--- src/rtl/servo_mode_pkg.sv ---
package servo_mode_pkg;

	// Register byte offsets
	localparam logic [7:0] CTRL_OFS = 8'h00;
	localparam logic [7:0] SPDLIM_OFS = 8'h04;
	localparam logic [7:0] PULSE_OFS = 8'h08;
	localparam logic [7:0] STATUS_OFS = 8'h0c;
	localparam logic [7:0] ALARM_OFS = 8'h10;
	localparam logic [7:0] DROOP_OFS = 8'h14;

	// Mode parameter encodings
	localparam logic [3:0] MODE_SPD_TRQ = 4'h3;
	localparam logic [3:0] MODE_TRQ_POS = 4'h5;

	// Control field positions
	localparam int CTRL_MODE_LSB = 0;
	localparam int CTRL_MODE_W = 4;
	localparam int CTRL_VAR_LSB = 4;
	localparam int CTRL_PANEL_SET = 8;
	localparam int CTRL_INC_POS = 9;
	localparam int CTRL_DECEL_LSB = 16;

	// Supply variant thresholds in volts
	localparam logic [1:0] VAR_200 = 2'h0;
	localparam logic [1:0] VAR_100 = 2'h1;
	localparam logic [1:0] VAR_400 = 2'h2;
	localparam logic [11:0] UV_200_V = 12'd200;
	localparam logic [11:0] UV_100_V = 12'd158;
	localparam logic [11:0] UV_400_V = 12'd380;

	// Power loss timing
	localparam int CLK_MHZ = 100;
	localparam int PWR_LOSS_MS = 60;
	localparam int PWR_LOSS_CYC = PWR_LOSS_MS * 1000 * CLK_MHZ;

	// Reset values
	localparam logic [31:0] CTRL_RST = 32'h0000_0003;
	localparam logic [15:0] SPDLIM_RST = 16'h0000;
	localparam logic [15:0] PULSE_CNT_RST = 16'h0fa0;
	localparam logic [15:0] PULSE_SEL_RST = 16'h0001;
	localparam logic [15:0] DECEL_RST = 16'h0100;

	// Active control loop, one-hot
	typedef enum logic [2:0] {
		LOOP_SPEED = 3'b001,
		LOOP_TORQUE = 3'b010,
		LOOP_POSITION = 3'b100
	} loop_e;

	// Contact inputs from the host
	typedef struct packed {
		logic control_mode_select;
		logic forward_start_input;
		logic reverse_start_input;
		logic speed_select_bit0;
		logic alarm_reset_input;
		logic servo_enable_input;
	} contacts_s;

endpackage : servo_mode_pkg
--- src/rtl/pulse_div.sv ---
`timescale 1ns/1ps
module pulse_div (
	input wire logic clk,
	input wire logic rstn,
	input wire logic [15:0] count_param,
	input wire logic [15:0] select_param,
	output logic tick
);
	logic [31:0] cnt_reg;
	logic [31:0] period;

	// Period from both parameters; a zero product still yields one cycle
	assign period = 32'(count_param) * 32'(select_param);

	always_ff @(posedge clk or negedge rstn) begin
		if (!rstn) begin
			cnt_reg <= 32'h0000_0000;
			tick <= 1'b0;
		end else if (cnt_reg + 32'h1 >= period) begin
			cnt_reg <= 32'h0000_0000;
			tick <= 1'b1;
		end else begin
			cnt_reg <= cnt_reg + 32'h1;
			tick <= 1'b0;
		end
	end
endmodule : pulse_div

--- src/rtl/servo_mode_ctrl.sv ---
// Local design decisions: the APB register port and the register offsets.
`timescale 1ns/1ps
module servo_mode_ctrl
	import servo_mode_pkg::*;
#(
	parameter int PWR_LOSS_CYCLES = PWR_LOSS_CYC
) (
	// Clock and reset
	input wire logic CLK_SYS,
	input wire logic RSTN,
	// APB slave
	input wire logic PSEL,
	input wire logic PENABLE,
	input wire logic PWRITE,
	input wire logic [7:0] PADDR,
	input wire logic [31:0] PWDATA,
	output logic [31:0] PRDATA,
	output logic PREADY,
	output logic PSLVERR,
	// Contacts and sensed values from outside
	input wire contacts_s CONTACTS,
	input wire logic [15:0] MOTOR_SPEED,
	input wire logic [15:0] ANALOG_SPEED_LIMIT_INPUT,
	input wire logic CTRL_POWER_OK,
	input wire logic [11:0] BUS_VOLTAGE,
	input wire logic FAULT_IN,
	input wire logic ZERO_SPEED_FLAG,
	// Outputs
	output logic LIMITING_SPEED_OUTPUT,
	output logic BASE_DRIVE_EN,
	output logic DECEL_STOP,
	output logic DROOP_CLEAR,
	output logic HOME_VALID,
	output logic UNDERVOLTAGE_ALARM,
	output logic ALARM_ACTIVE,
	output logic ENC_PULSE,
	output logic [2:0] ACTIVE_LOOP
);
	////////////////////////////////////////////////////////////////////////
	// Input synchronisers; speeds and voltage are taken as settled words
	contacts_s c_meta_reg, c_reg;
	logic [2:0] m_meta_reg, m_reg;
	logic [15:0] spd_reg, alim_reg;
	logic [11:0] bus_reg;
	wire logic ctrl_pwr = m_reg[0];
	wire logic fault = m_reg[1];
	wire logic zero_speed_flag = m_reg[2];

	always_ff @(posedge CLK_SYS or negedge RSTN) begin
		if (!RSTN) begin
			c_meta_reg <= '0;
			c_reg <= '0;
			m_meta_reg <= 3'h0;
			m_reg <= 3'h0;
			spd_reg <= 16'h0000;
			alim_reg <= 16'h0000;
			bus_reg <= 12'hfff; // High, so an unsampled bus never reads as a collapse
		end else begin
			c_meta_reg <= CONTACTS;
			c_reg <= c_meta_reg;
			m_meta_reg <= {ZERO_SPEED_FLAG, FAULT_IN, CTRL_POWER_OK};
			m_reg <= m_meta_reg;
			spd_reg <= MOTOR_SPEED;
			alim_reg <= ANALOG_SPEED_LIMIT_INPUT;
			bus_reg <= BUS_VOLTAGE;
		end
	end

	////////////////////////////////////////////////////////////////////////
	// Registers
	logic [31:0] ctrl_reg;
	logic [15:0] spdlim_reg, pcnt_reg, psel_reg;
	logic [31:0] droop_reg;
	wire logic [3:0] mode_param = ctrl_reg[CTRL_MODE_LSB +: CTRL_MODE_W];
	wire logic [1:0] variant = ctrl_reg[CTRL_VAR_LSB +: 2];
	wire logic [15:0] decel = ctrl_reg[CTRL_DECEL_LSB +: 16];
	wire logic apb_wr = PSEL && PENABLE && PWRITE;
	wire logic apb_rd = PSEL && !PENABLE && !PWRITE;
	wire logic panel_set = apb_wr && PADDR == CTRL_OFS && PWDATA[CTRL_PANEL_SET];
	logic bad_addr;

	always_comb begin
		bad_addr = !(PADDR == CTRL_OFS || PADDR == SPDLIM_OFS || PADDR == PULSE_OFS ||
			PADDR == STATUS_OFS || PADDR == ALARM_OFS || PADDR == DROOP_OFS);
	end

	always_ff @(posedge CLK_SYS or negedge RSTN) begin
		if (!RSTN) begin
			ctrl_reg <= CTRL_RST | {DECEL_RST, 16'h0000};
			spdlim_reg <= SPDLIM_RST;
			pcnt_reg <= PULSE_CNT_RST;
			psel_reg <= PULSE_SEL_RST;
		end else if (apb_wr) begin
			case (PADDR)
				CTRL_OFS: ctrl_reg <= PWDATA & ~(32'h1 << CTRL_PANEL_SET);
				SPDLIM_OFS: spdlim_reg <= PWDATA[15:0];
				PULSE_OFS: begin
					pcnt_reg <= PWDATA[15:0];
					psel_reg <= PWDATA[31:16];
				end
				default: ;
			endcase
		end
	end

	// Zero wait states: answer in the access phase, read data set in setup
	always_ff @(posedge CLK_SYS or negedge RSTN) begin
		if (!RSTN) begin
			PRDATA <= 32'h0000_0000;
			PREADY <= 1'b0;
			PSLVERR <= 1'b0;
		end else begin
			PREADY <= PSEL && !PENABLE;
			PSLVERR <= PSEL && !PENABLE && bad_addr;
			if (apb_rd) begin
				case (PADDR)
					CTRL_OFS: PRDATA <= ctrl_reg;
					SPDLIM_OFS: PRDATA <= {16'h0000, spdlim_reg};
					PULSE_OFS: PRDATA <= {psel_reg, pcnt_reg};
					STATUS_OFS: PRDATA <= {24'h0, HOME_VALID, DECEL_STOP,
						LIMITING_SPEED_OUTPUT, BASE_DRIVE_EN, 1'b0, ACTIVE_LOOP};
					ALARM_OFS: PRDATA <= {30'h0, UNDERVOLTAGE_ALARM, ALARM_ACTIVE};
					DROOP_OFS: PRDATA <= droop_reg;
					default: PRDATA <= 32'h0000_0000;
				endcase
			end
		end
	end

	////////////////////////////////////////////////////////////////////////
	// Mode selection
	loop_e loop_reg, loop_next;
	logic sel_prev_reg, stale_reg;
	wire logic sel = c_reg.control_mode_select;
	wire logic toggled = sel != sel_prev_reg;

	always_comb begin
		case (mode_param)
			MODE_SPD_TRQ: loop_next = sel ? LOOP_TORQUE : LOOP_SPEED;
			MODE_TRQ_POS: begin
				// Change only at zero speed and only if no toggle was seen while moving
				if (zero_speed_flag && !stale_reg && !(toggled && !zero_speed_flag))
					loop_next = sel ? LOOP_POSITION : LOOP_TORQUE;
				else
					loop_next = loop_reg;
			end
			default: loop_next = loop_reg;
		endcase
	end

	// A toggle seen above zero speed marks the request stale until a toggle at zero speed
	always_ff @(posedge CLK_SYS or negedge RSTN) begin
		if (!RSTN) begin
			sel_prev_reg <= 1'b0;
			stale_reg <= 1'b0;
		end else begin
			sel_prev_reg <= sel;
			if (toggled)
				stale_reg <= !zero_speed_flag;
		end
	end

	always_ff @(posedge CLK_SYS or negedge RSTN) begin
		if (!RSTN)
			loop_reg <= LOOP_SPEED;
		else
			loop_reg <= loop_next;
	end

	////////////////////////////////////////////////////////////////////////
	// Droop counter and deceleration stop
	logic [15:0] decel_cnt_reg;
	wire logic leave_pos = loop_reg == LOOP_POSITION && loop_next == LOOP_TORQUE;
	wire logic enter_spd = loop_reg != LOOP_SPEED && loop_next == LOOP_SPEED;

	always_ff @(posedge CLK_SYS or negedge RSTN) begin
		if (!RSTN) begin
			droop_reg <= 32'h0000_0000;
			DROOP_CLEAR <= 1'b0;
		end else begin
			DROOP_CLEAR <= leave_pos;
			if (leave_pos)
				droop_reg <= 32'h0000_0000;
			else if (loop_reg == LOOP_POSITION && ENC_PULSE)
				droop_reg <= droop_reg + 32'h1;
		end
	end

	always_ff @(posedge CLK_SYS or negedge RSTN) begin
		if (!RSTN) begin
			decel_cnt_reg <= 16'h0000;
			DECEL_STOP <= 1'b0;
		end else if (enter_spd && !c_reg.forward_start_input && !c_reg.reverse_start_input) begin
			decel_cnt_reg <= decel;
			DECEL_STOP <= 1'b1;
		end else if (decel_cnt_reg != 16'h0000) begin
			decel_cnt_reg <= decel_cnt_reg - 16'h1;
		end else begin
			DECEL_STOP <= 1'b0;
		end
	end

	////////////////////////////////////////////////////////////////////////
	// Speed limit
	wire logic [15:0] limit = c_reg.speed_select_bit0 ? spdlim_reg : alim_reg;

	always_ff @(posedge CLK_SYS or negedge RSTN) begin
		if (!RSTN)
			LIMITING_SPEED_OUTPUT <= 1'b0;
		else
			LIMITING_SPEED_OUTPUT <= loop_reg == LOOP_TORQUE && spd_reg >= limit;
	end

	////////////////////////////////////////////////////////////////////////
	// Alarms
	logic [31:0] loss_cnt_reg;
	logic res_prev_reg;
	logic [11:0] uv_thr;
	logic uv_cause;

	always_comb begin
		case (variant)
			VAR_100: uv_thr = UV_100_V;
			VAR_400: uv_thr = UV_400_V;
			default: uv_thr = UV_200_V;
		endcase
	end

	always_ff @(posedge CLK_SYS or negedge RSTN) begin
		if (!RSTN)
			loss_cnt_reg <= 32'h0000_0000;
		else if (ctrl_pwr)
			loss_cnt_reg <= 32'h0000_0000;
		else if (loss_cnt_reg < PWR_LOSS_CYCLES)
			loss_cnt_reg <= loss_cnt_reg + 32'h1;
	end

	assign uv_cause = loss_cnt_reg >= PWR_LOSS_CYCLES || bus_reg <= uv_thr;
	wire logic cause = uv_cause || fault;
	wire logic res_rise = c_reg.alarm_reset_input && !res_prev_reg;
	wire logic clr_req = res_rise || panel_set;

	// Power cycling is the chip reset; set wins over a clear in the same cycle
	always_ff @(posedge CLK_SYS or negedge RSTN) begin
		if (!RSTN) begin
			res_prev_reg <= 1'b0;
			ALARM_ACTIVE <= 1'b0;
			UNDERVOLTAGE_ALARM <= 1'b0;
		end else begin
			res_prev_reg <= c_reg.alarm_reset_input;
			if (cause) begin
				ALARM_ACTIVE <= 1'b1;
				UNDERVOLTAGE_ALARM <= UNDERVOLTAGE_ALARM | uv_cause;
			end else if (clr_req) begin
				ALARM_ACTIVE <= 1'b0;
				UNDERVOLTAGE_ALARM <= 1'b0;
			end
		end
	end

	always_ff @(posedge CLK_SYS or negedge RSTN) begin
		if (!RSTN)
			BASE_DRIVE_EN <= 1'b0;
		else
			BASE_DRIVE_EN <= c_reg.servo_enable_input && !ALARM_ACTIVE && !cause;
	end

	// Home is set by software through the control word, lost on any alarm
	always_ff @(posedge CLK_SYS or negedge RSTN) begin
		if (!RSTN)
			HOME_VALID <= 1'b0;
		else if (cause || ALARM_ACTIVE)
			HOME_VALID <= 1'b0;
		else if (apb_wr && PADDR == CTRL_OFS && PWDATA[CTRL_INC_POS])
			HOME_VALID <= 1'b1;
	end

	always_ff @(posedge CLK_SYS or negedge RSTN) begin
		if (!RSTN)
			ACTIVE_LOOP <= 3'h1;
		else
			ACTIVE_LOOP <= loop_reg;
	end

	////////////////////////////////////////////////////////////////////////
	// Encoder pulse output
	logic tick;

	pulse_div u_div (
		.clk(CLK_SYS),
		.rstn(RSTN),
		.count_param(pcnt_reg),
		.select_param(psel_reg),
		.tick(tick)
	);

	always_ff @(posedge CLK_SYS or negedge RSTN) begin
		if (!RSTN)
			ENC_PULSE <= 1'b0;
		else if (tick)
			ENC_PULSE <= !ENC_PULSE;
	end
endmodule : servo_mode_ctrl

--- config.mk ---
export PLATFORM = sky130hd
export DESIGN_NAME = servo_mode_ctrl
export DESIGN_NICKNAME = d
export VERILOG_FILES = /design/src/rtl/servo_mode_pkg.sv /design/src/rtl/pulse_div.sv /design/src/rtl/servo_mode_ctrl.sv
export SDC_FILE = /design/constraint.sdc
export NUM_CORES = 1
export LEC_CHECK = 0
export BUFFER_PORTS_ARGS = -buffer_cell sky130_fd_sc_hd__buf_4
export CORE_MARGIN = 5
export CORE_UTILIZATION = 40
export CTS_BUF_LIST = sky130_fd_sc_hd__clkbuf_2 sky130_fd_sc_hd__clkbuf_4 sky130_fd_sc_hd__clkbuf_8
export CTS_CLUSTER_SIZE = 16
export DETAILED_ROUTE_END_ITERATION = 8
export PLACE_DENSITY = 0.59
export SKIP_LAST_GASP = 1
export SYNTH_ARGS = -nofsm -noshare
export SYNTH_HDL_FRONTEND = slang
export SYNTH_HIERARCHICAL = 1
export SYNTH_SLANG_ARGS = --single-unit
--- constraint.sdc ---
create_clock -name CLK_SYS -period 9.5 [get_ports CLK_SYS]
set_input_delay 0.475 -clock CLK_SYS [delete_from_list [all_inputs] [get_ports CLK_SYS]]
set_output_delay 0.475 -clock CLK_SYS [all_outputs]
set_load 0.02 [all_outputs]
# ---- After elaboration in Yosys (flattened, before gate mapping)
# Cells that the tools add are included.
dict set report op_classes {
  n_mux 22
  n_eq_ne 16
  n_mul 1
  n_lt_le_gt_ge 5
  bitwise_logic 1
  n_addsub 4
  n_reduce_logical 51
}
# cell count
set ops {}
lappend ops {{one-hot mux 32 bit (6 select lines)} 1}
lappend ops {{two-way mux 32 bit} 5}
lappend ops {{adder 32 x 1 -> 32 bit, second input constant} 3}
lappend ops {{two-way mux 16 bit} 3}
lappend ops {{>= comparator 32 x 23 -> 1 bit, second input constant} 1}
lappend ops {{>= comparator 32 bit} 1}
lappend ops {{less-than comparator 32 x 23 -> 1 bit, second input constant} 1}
lappend ops {{multiplier 16 x 16 -> 32 bit} 1}
lappend ops {{logical AND 1 bit} 20}
lappend ops {{one-hot mux 9 bit (2 select lines)} 1}
lappend ops {{equality test 8 x 4 -> 1 bit, second input constant} 2}
lappend ops {{equality test 8 x 5 -> 1 bit, second input constant} 2}
lappend ops {{>= comparator 16 bit} 1}
lappend ops {{nonzero test 16 bit} 1}
lappend ops {{subtractor 16 x 1 -> 16 bit, second input constant} 1}
lappend ops {{less-or-equal comparator 12 bit} 1}
lappend ops {{logical NOT 1 bit} 12}
lappend ops {{nonzero test 2 bit} 5}
lappend ops {{logical OR 1 bit} 9}
lappend ops {{equality test 8 x 3 -> 1 bit, second input constant} 1}
lappend ops {{logical NOT 8 bit} 1}
lappend ops {{two-way mux 1 bit} 8}
lappend ops {{equality test 3 x 2 -> 1 bit, second input constant} 2}
lappend ops {{two-way mux 3 bit} 2}
lappend ops {{other kinds (13)} 15}
dict set report word_totals {
  out_inout_bits 45
  register_bits 305
}

# ---- Depth between registers and ports, before layout
# Gate-level depths: netlist of run 1.
dict set report logic_depth {
  word_depth 11
  mapped_depth 29
}

# ---- By module
# Netlist of run 1, hierarchy kept.
# mod area_per_inst_um2 cells_per_inst instances
set by_module_without_submodules {}
lappend by_module_without_submodules {servo_mode_ctrl 12199.2 1034 1}
lappend by_module_without_submodules {pulse_div 10998.0 1241 1}

# ---- Worst setup path before layout of run 1
# OpenSTA, ideal clock, no wires.
dict set report synth_timing {
  path_kind {reg-to-reg}
  from {reg pcnt_reg[5]}
  to {reg u_div.cnt_reg[7]}
  setup_ns 0.069
  path_buffers 3
  setup_slack_ns 2.253
  t_arrival_ns 7.179
  stages_incl_launch_ff 30
  period_less_slack_ns 7.247
  cell_sequence {dfstp_2 > clkbuf_1 > nand2_1 > fa_1 > inv_1 > fa_1 > inv_1 > fa_1 > inv_1 > fa_1 > fa_1 > inv_1 > fa_1 > inv_1 > ha_1 > buf_2 > and3_1 > nand4_1 > a221o_1 > nand2_1 > nor2_1 > xor2_1 > ha_1 > and2_0 > a221o_1 > a221oi_1 > o21ai_1 > a221o_1 > buf_6 > nor2b_2}
}
dict set report synth_between {
  elab_chain_len 3
}
# item line
set synth_rtl {}
lappend synth_rtl {{start: declaration} servo_mode_ctrl.sv:72} ;# logic [15:0] spdlim_reg, pcnt_reg, psel_reg;
lappend synth_rtl {{start signal: assignment} servo_mode_ctrl.sv:98} ;# pcnt_reg <= PWDATA[15:0];
lappend synth_rtl {{multiplier 16 x 16 -> 32 bit} pulse_div.sv:13} ;# assign period = 32'(count_param) * 32'(select_param);
lappend synth_rtl {{>= comparator 32 bit} pulse_div.sv:19} ;# end else if (cnt_reg + 32'h1 >= period) begin
lappend synth_rtl {{two-way mux 32 bit} pulse_div.sv:19}
lappend synth_rtl {{end signal: assignment} pulse_div.sv:23} ;# cnt_reg <= cnt_reg + 32'h1;
lappend synth_rtl {{end: declaration} pulse_div.sv:9} ;# logic [31:0] cnt_reg;
# Every way passes these cells.
# A chain may end at the register's enable or synchronous reset.

# ---- Worst setup path after layout of run 1
dict set report layout_timing {
  from {reg psel_reg[3]}
  to {reg u_div.cnt_reg[31]}
}
dict set report layout_between {
  elab_chain_len 3
}
# item line
set layout_rtl {}
lappend layout_rtl {{start: declaration} servo_mode_ctrl.sv:72}
lappend layout_rtl {{start signal: assignment} servo_mode_ctrl.sv:99} ;# psel_reg <= PWDATA[31:16];
lappend layout_rtl {{multiplier 16 x 16 -> 32 bit} pulse_div.sv:13}
lappend layout_rtl {{>= comparator 32 bit} pulse_div.sv:19}
lappend layout_rtl {{two-way mux 32 bit} pulse_div.sv:19}
# Every way passes these cells.

==> metrics.csv, run 1 <==
stage,metric,value,unit
outcome,status,"finished, final reports clean",
route,vias,17300,
route,postRouteAntennaNets,0,
timing,final.setup.worst_slack,1.40,ns
yosys,post_synth_xor_area_fraction,0.0362,
yosys,ys_async_sr_fraction,1.00,
finish,share_of_layout_cells_above_drive_strength_1,0.177,
global_routing,grt_first_pass_wirelength,97800,microns
timing,fin_setup_tns,0,ns
power_and_ir_drop,p_switching,0.000830,W
yosys,synth_top_family_by_area,adder cells,
power_and_ir_drop,power.leakage,13.1,nW
clock_tree,tritoncts,built,
yosys,yosysTopAreaCell,sky130_fd_sc_hd__dfrtp_1,
power_and_ir_drop,switching_part_of_the_total_power,0.266,
power_and_ir_drop,power.ir.vdd_worst,0.000119,V
clock_tree,cts-root-buf,sky130_fd_sc_hd__clkbuf_8,
floorplan,core_area,57600,sq um
yosys,synth-edff-count,0,
yosys,netlist-cell-type-count,77,
global_routing,grt_max_degree,92,
global_routing,grt_pass1_vias,18000,
finish,layout.core_utilization,0.465,
clock_tree,number_of_buffers_created_by_cts,53,
route,drt_drc_violations_left,0,
yosys,avgSynthCellArea,10.2,sq um
global_routing,grt.total_usage,0.190,
yosys,synth.top_cells.by_area,"sky130_fd_sc_hd__dfrtp_1, sky130_fd_sc_hd__fa_1, sky130_fd_sc_hd__ha_1",
setup_path,timing.reg2reg.worst_path_depth,21,
setup_path,cp-start-kind,flip-flop,
setup_path,reg_to_reg_end,u_div/cnt_reg[31],
flow_run,max_cap_violations,0,
yosys,netlist_area,23200,sq um
clock_tree,clk_latency,0.64,ns
timing,fin_worst_hold_slack,0.0802,ns
floorplan,top_level_ports,143,
route,post_drt_wl_per_cell,18.4,microns
yosys,synth_simple_gate_area_frac,0.169,
power_and_ir_drop,pwr-share-seq,0.461,
min_path,worst_case_hold_path_end_point,ctrl_reg[17],
timing,final_hold_viol_count,0,
floorplan,die_width,251,microns
setup_path,flop_to_flop_setup_slack,1.40,ns
yosys,synthMuxAreaShare,0.0666,
place,dp.final_hpwl,44800,microns
power_and_ir_drop,pwr-share-comb,0.105,
route,routed_wl,59900,microns
yosys,dominantRegCellSynth,sky130_fd_sc_hd__dfrtp_1,
timing,rsz0062_at_grt,false,
clock_tree,path_clk_slew,0.06,ns
setup_path,critical_path.max_fanout,33,
finish,flow.area_growth_from_synthesis,15.3,%
power_and_ir_drop,power.share.clock,0.435,
timing,final.period_utilization,0.853,
global_routing,grt_overflow,0,
setup_path,critPathKind,reg2reg,
timing,slew-limit-headroom,0.251,
timing,finalWorstPathRequiredPeriod,8.10,ns
floorplan,floorplan.die_area,62900,sq um
timing,worst_case_clock_skew,0.0161,ns
timing,count_of_final_setup_violators,0,
power_and_ir_drop,power_density,117,nW/um^2
clock_tree,cts_max_path_buffers,3,
clock_tree,number_of_h_tree_branching_levels,2,
min_path,min_delay_path_depth,2,
timing,max_clock_freq,0.123,GHz
setup_path,timing.critical_path.required,9.97,ns
yosys,synth.ff_latch_count,305,
floorplan,initial_utilization,0.403,
setup_path,timing.rr.start,psel_reg[3],
min_path,classification_of_the_worst_slack_hold_path,in2reg,
finish,nets,2904,
yosys,yosysSeqAreaShare,0.330,
yosys,yosys_warnings,6,
route,via_per_inst,5.31,
yosys,synth.top_cell.area_share,0.303,
yosys,synth_compound_gate_area_share,0.0810,
place,finalWeightedCongestion,0.893,
yosys,netlist_top_cells_count,"sky130_fd_sc_hd__dfrtp_1, sky130_fd_sc_hd__inv_1, sky130_fd_sc_hd__nand2_1, sky130_fd_sc_hd__fa_1, sky130_fd_sc_hd__ha_1",
min_path,worst_hold_startpoint,PWDATA[17],
yosys,postSynthNetCount,2734,
clock_tree,cts_setup_buffers,0,
route,first_pass_detailed_route_iteration_total,5,
global_routing,antenna_found_initial,1,
yosys,synthesis.instances,2275,
place,dp_slack,1.48,ns
place,portBuffers,142,
clock_tree,cts.sinks,305,
setup_path,worstPathArrival,8.57,ns
timing,timing.final.max_slew_violations,0,
yosys,yosys.cell_count.top_type,sky130_fd_sc_hd__dfrtp_1,
floorplan,chipHeight,251,microns
route,detailedRoute.firstIterationViolations,1081,
floorplan,row_count,88,
setup_path,worstSetupEndpointType,flip-flop,
yosys,post_synth_fa_ha_maj_area_fraction,0.257,
power_and_ir_drop,internal_power,0.00229,W
timing,timing_worst_slew_pin_value,1.12,ns
-- critical path: stages, from the launching register on --
cell and delay (ns):
sky130_fd_sc_hd__dfrtp_1 0.85, sky130_fd_sc_hd__nand2_1 0.18, sky130_fd_sc_hd__fa_1 0.58, sky130_fd_sc_hd__fa_1 0.44
sky130_fd_sc_hd__fa_1 0.49, sky130_fd_sc_hd__fa_1 0.49, sky130_fd_sc_hd__inv_1 0.06, sky130_fd_sc_hd__fa_1 0.53
sky130_fd_sc_hd__inv_1 0.05, sky130_fd_sc_hd__fa_1 0.53, sky130_fd_sc_hd__inv_1 0.04, sky130_fd_sc_hd__ha_1 0.36
sky130_fd_sc_hd__nand2_1 0.12, sky130_fd_sc_hd__o31a_1 0.37, sky130_fd_sc_hd__nor4b_1 0.81, sky130_fd_sc_hd__a211oi_1 0.21
sky130_fd_sc_hd__xor2_1 0.19, sky130_fd_sc_hd__ha_1 0.28, sky130_fd_sc_hd__nand4_1 0.13, sky130_fd_sc_hd__nor4_1 0.30
sky130_fd_sc_hd__a221o_2 0.80, sky130_fd_sc_hd__nor2b_1 0.11
-- layout make-up --
| type | instances | area [sq um] |
|---|---|---|
| Fill cell | 5400 | 30800 |
| Multi-Input combinational cell | 1614 | 14200 |
| Sequential cell | 305 | 7660 |
| Timing Repair Buffer | 213 | 1740 |
| Clock buffer | 89 | 1130 |
| Inverter | 258 | 968 |
| Tap cell | 765 | 957 |
| Clock inverter | 10 | 92.6 |
| Antenna cell | 1 | 2.50 |
-- power by group through the flow --
stage	sequential [W]	combinational [W]	clock, W
floorplan	0.00143	0.000208	0
global placement	0.00146	0.000304	0
detailed placement	0.00146	0.000312	0
CTS	0.00144	0.000331	0.00139
global route	0.00145	0.000367	0.00145
finish	0.00144	0.000326	0.00136
-- layout by cell type (no fill, tap or decap), drive strengths merged, types with 11 or more instances in the layout --
master       Yosys  layout
a21oi           71      71
inv            258     260
nor2            86      86
mux2           115     115
a22oi           22      22
nand3           52      52
xor2            51      51
nor4            24      24
clkbuf          80      89
dfrtp          281     281
nand4           35      35
a31oi           15      15
fa             194     194
and3            25      25
and2           121     121
dfstp           24      24
nor2b           57      57
a21o            37      37
nand2          235     235
buf             18     158
o21ai           48      48
a211oi          12      12
nor3            29      29
mux2i           25      25
xnor2           45      45
ha             167     167
and4            14      14
nand2b          14      14
dlygate4sd3      0      55
or3             11      11
-- layer usage --
layer / vias to the layer above / GRT usage / part of all wire
met5: - / 0 / 0
met4: 0 / 0.0462 / 0.023
met3: 94 / 0.0281 / 0.047
met2: 421 / 0.314 / 0.49
met1: 8795 / 0.265 / 0.44
li1: 7966 / - / -
-- worst max path at each step --
stage	startpoint	end	slack, ns
finish	psel_reg[3]	u_div/cnt_reg[31]	1.40
global route	pcnt_reg[1]	u_div/cnt_reg[28]	0.80
CTS	pcnt_reg[0]	u_div/cnt_reg[31]	1.45
detailed placement	pcnt_reg[0]	u_div/cnt_reg[31]	1.48
global placement	psel_reg[9]	u_div/cnt_reg[3]	1.65
floorplan	pcnt_reg[5]	u_div/cnt_reg[7]	2.25
-- stage by stage --
step | power (W) | cell area, sq um | std cells
3_5_place_dp | 0.00177 | 25000 | 3100
4_1_cts | 0.00316 | 26800 | 3254
5_1_grt | 0.00326 | 26800 | 3255
2_1_floorplan | 0.00164 | 23200 | 2275
3_3_place_gp | 0.00176 | 25000 | 3100
6_report | 0.00312 | 26800 | 3255
-- logic make-up after synthesis --
logic type	after synthesis
xor gates and xnor gates	96
buffers and inverters	356
and+or+nand+nor	737
adders and majority gates	361
DFF	305
muxes	140
AOI/OAI and AO/OA	280
-- timing repair --
| action | CTS | global route |
|---|---|---|
| resized for setup | 0 | 0 |
| endpoints found under the hold margin | 141 | 0 |
| hold buffers | 55 | 0 |
Power figures use the tool's default switching activity.
==> run 2, diff against run 1 <==
- CORE_MARGIN: 5 -> not set
- clock period: 9.5 -> 9.8 ns (I/O delays scaled with it)
==> run 2 against run 1 <==
- hold slack got worse by 0.015 ns
- non-clock buffer count rose by 2
- global-route usage rose by 1.2 points
- setup slack improved by 0.28 ns
- total power fell by 0.98%
- critical path depth rose by 4
- sequential cell count did not move
- maximum frequency fell by 0.26%
- highest routed layer unchanged
==> metrics.csv, run 2 (same netlist as run 1, synthesis figures left out) <==
stage,metric,value,unit,change
route,via_per_inst,5.33,,+0.35%
timing,max_clock_freq,0.123,GHz,-0.26%
power_and_ir_drop,pwr-share-seq,0.450,,-0.011
timing,rsz0062_at_grt,false,,
finish,nets,2907,,+0.10%
global_routing,grt_pass1_vias,18000,,-0.17%
timing,timing_worst_slew_pin_value,0.996,ns,-0.123 ns
clock_tree,cts.sinks,305,,unchanged
global_routing,grt_first_pass_wirelength,95800,microns,-2.1%
setup_path,worstPathArrival,8.69,ns,+0.12 ns
floorplan,chipHeight,243,microns,-3.2%
timing,slew-limit-headroom,0.336,,+0.0846
route,post_drt_wl_per_cell,17.9,microns,-2.9%
global_routing,grt_overflow,0,,unchanged
timing,worst_case_clock_skew,0.0423,ns,+0.0262 ns
place,dp.cells,3093,,-0.23%
power_and_ir_drop,pwr-share-comb,0.104,,about the same
route,first_pass_detailed_route_iteration_total,7,,+2
clock_tree,tritoncts,built,,
setup_path,worstSetupEndpointType,flip-flop,,
outcome,status,"finished, final reports clean",,
timing,fin_setup_tns,0,ns,unchanged
clock_tree,cts_max_path_buffers,3,,unchanged
setup_path,cp_common_cell,sky130_fd_sc_hd__fa_1,,
flow_run,max_cap_violations,0,,unchanged
place,dpl_cell_area,25000,sq um,about the same
place,dp.final_hpwl,43600,microns,-2.6%
finish,share_of_layout_cells_above_drive_strength_1,0.178,,+0.000661
global_routing,antenna_found_initial,0,,-1
setup_path,critPathKind,reg2reg,,
route,detailedRoute.firstIterationViolations,1048,,-3.1%
clock_tree,number_of_buffers_created_by_cts,54,,+1.9%
power_and_ir_drop,switching_part_of_the_total_power,0.262,,-0.00380
floorplan,core_area,56800,sq um,-1.3%
power_and_ir_drop,p_switching,0.000810,W,-2.4%
route,postRouteAntennaNets,0,,unchanged
power_and_ir_drop,power.ir.vdd_worst,0.000118,V,-1.4%
setup_path,critical_path.max_fanout,33,,unchanged
clock_tree,cts_setup_buffers,0,,unchanged
timing,count_of_final_setup_violators,0,,unchanged
setup_path,timing.critical_path.slowest_stage_cell,sky130_fd_sc_hd__a221o_2,,
clock_tree,number_of_cells_upsized_or_downsized_after_cts,0,,unchanged
place,dp_slack,1.72,ns,+0.241 ns
clock_tree,cts-root-buf,sky130_fd_sc_hd__clkbuf_8,,
floorplan,row_count,87,,-1.1%
timing,finalWorstPathRequiredPeriod,8.12,ns,+0.0213 ns
finish,layout.cells.most_common,sky130_fd_sc_hd__dfrtp_1,,
power_and_ir_drop,finalPower,0.00309,W,-0.98%
finish,antenna_cells,0,,-1
finish,layout_common_cells,"sky130_fd_sc_hd__dfrtp_1, sky130_fd_sc_hd__inv_1, sky130_fd_sc_hd__nand2_1, sky130_fd_sc_hd__fa_1, sky130_fd_sc_hd__ha_1",,
setup_path,timing.critical_path.required,10.37,ns,+0.40 ns
floorplan,floorplan.die_area,59000,sq um,-6.3%
timing,final_hold_viol_count,0,,unchanged
power_and_ir_drop,power.share.clock,0.446,,+0.011
power_and_ir_drop,power.leakage,13.1,nW,+0.26%
route,vias,17300,,+0.10%
clock_tree,path_clk_slew,0.06,ns,about the same
global_routing,grt_max_degree,109,,+18%
floorplan,die_width,243,microns,-3.2%
place,finalWeightedCongestion,0.859,,-3.8%
min_path,classification_of_the_worst_slack_hold_path,in2reg,,
clock_tree,number_of_h_tree_branching_levels,2,,unchanged
finish,cell_area_after_layout,26800,sq um,+0.19%
timing,final.period_utilization,0.829,,-0.0239
floorplan,top_level_ports,143,,unchanged
route,routed_wl,58100,microns,-3.1%
global_routing,grt.total_usage,0.202,,+0.0120
floorplan,initial_utilization,0.408,,+0.00541
power_and_ir_drop,power_density,115,nW/um^2,-1.2%
clock_tree,post_cts_hold_buffers,55,,unchanged
timing,final.setup.worst_slack,1.68,ns,+0.279 ns
setup_path,cp-start-kind,flip-flop,,
setup_path,max_incr_delay_on_cp,0.70,ns,-0.15 ns
clock_tree,clk_latency,0.69,ns,+0.05 ns
finish,flow.area_growth_from_synthesis,15.6,%,
finish,final-instance-count-excl-fill,3247,,-0.25%
power_and_ir_drop,internal_power,0.00228,W,-0.47%
setup_path,critical_path.top_delay_family,adder cells,,
route,drt_drc_violations_left,0,,unchanged
setup_path,worst-path-buf-inv,4,,+1
timing,timing.final.max_slew_violations,0,,unchanged
place,portBuffers,142,,unchanged
-- run 2: final timing paths --
| check | cells past startpoint | startpoint | slack, ns | to |
|---|---|---|---|---|
| setup / recovery | 25 | pcnt_reg[4] | 1.68 | u_div/cnt_reg[5] |
| hold / removal | 2 | PWDATA[14] | 0.07 | spdlim_reg[14] |
| setup reg to reg | 25 | pcnt_reg[4] | 1.68 | u_div/cnt_reg[5] |
| hold reg to reg | 0 | c_meta_reg[0] | 0.35 | c_reg[0] |
| max in group asynchronous | 4 | RSTN | 7.22 | u_div/cnt_reg[0] |
| min in group asynchronous | 2 | RSTN | 0.45 | spd_reg[4] |
-- run 2: per-stage QoR --
step / utilization / hold WS, ns
floorplan: - / 0.194
global placement: 0.440 / 0.334
detailed placement: 0.440 / 0.335
CTS: 0.472 / 0.0254
global route: 0.472 / 0.0426
finish: 0.472 / 0.0654
-- run 2: power groups by stage --
stage	Sequential (W)	Combinational (W)	Clock [W]
3_5_place_dp	0.00141	0.000306	0
4_1_cts	0.00139	0.000325	0.00141
2_1_floorplan	0.00139	0.000201	0
3_3_place_gp	0.00141	0.000296	0
5_1_grt	0.00140	0.000360	0.00147
6_report	0.00139	0.000321	0.00138
-- run 2: per-layer routing --
metal / track usage / part of all wire / vias to the layer above
met5: 0 / 0 / -
met4: 0.0535 / 0.022 / 0
met3: 0.0300 / 0.044 / 89
met2: 0.335 / 0.49 / 416
met1: 0.275 / 0.45 / 8829
li1: - / - / 7960
-- run 2: final cells by class --
cell class	count	area, sq um
multi-input combinational	1614	14200
sequential	305	7660
fill	5278	30000
tap	756	946
timing repair buffer	215	1760
clock inverter	9	178
inverter	258	968
clock buffer	90	1090
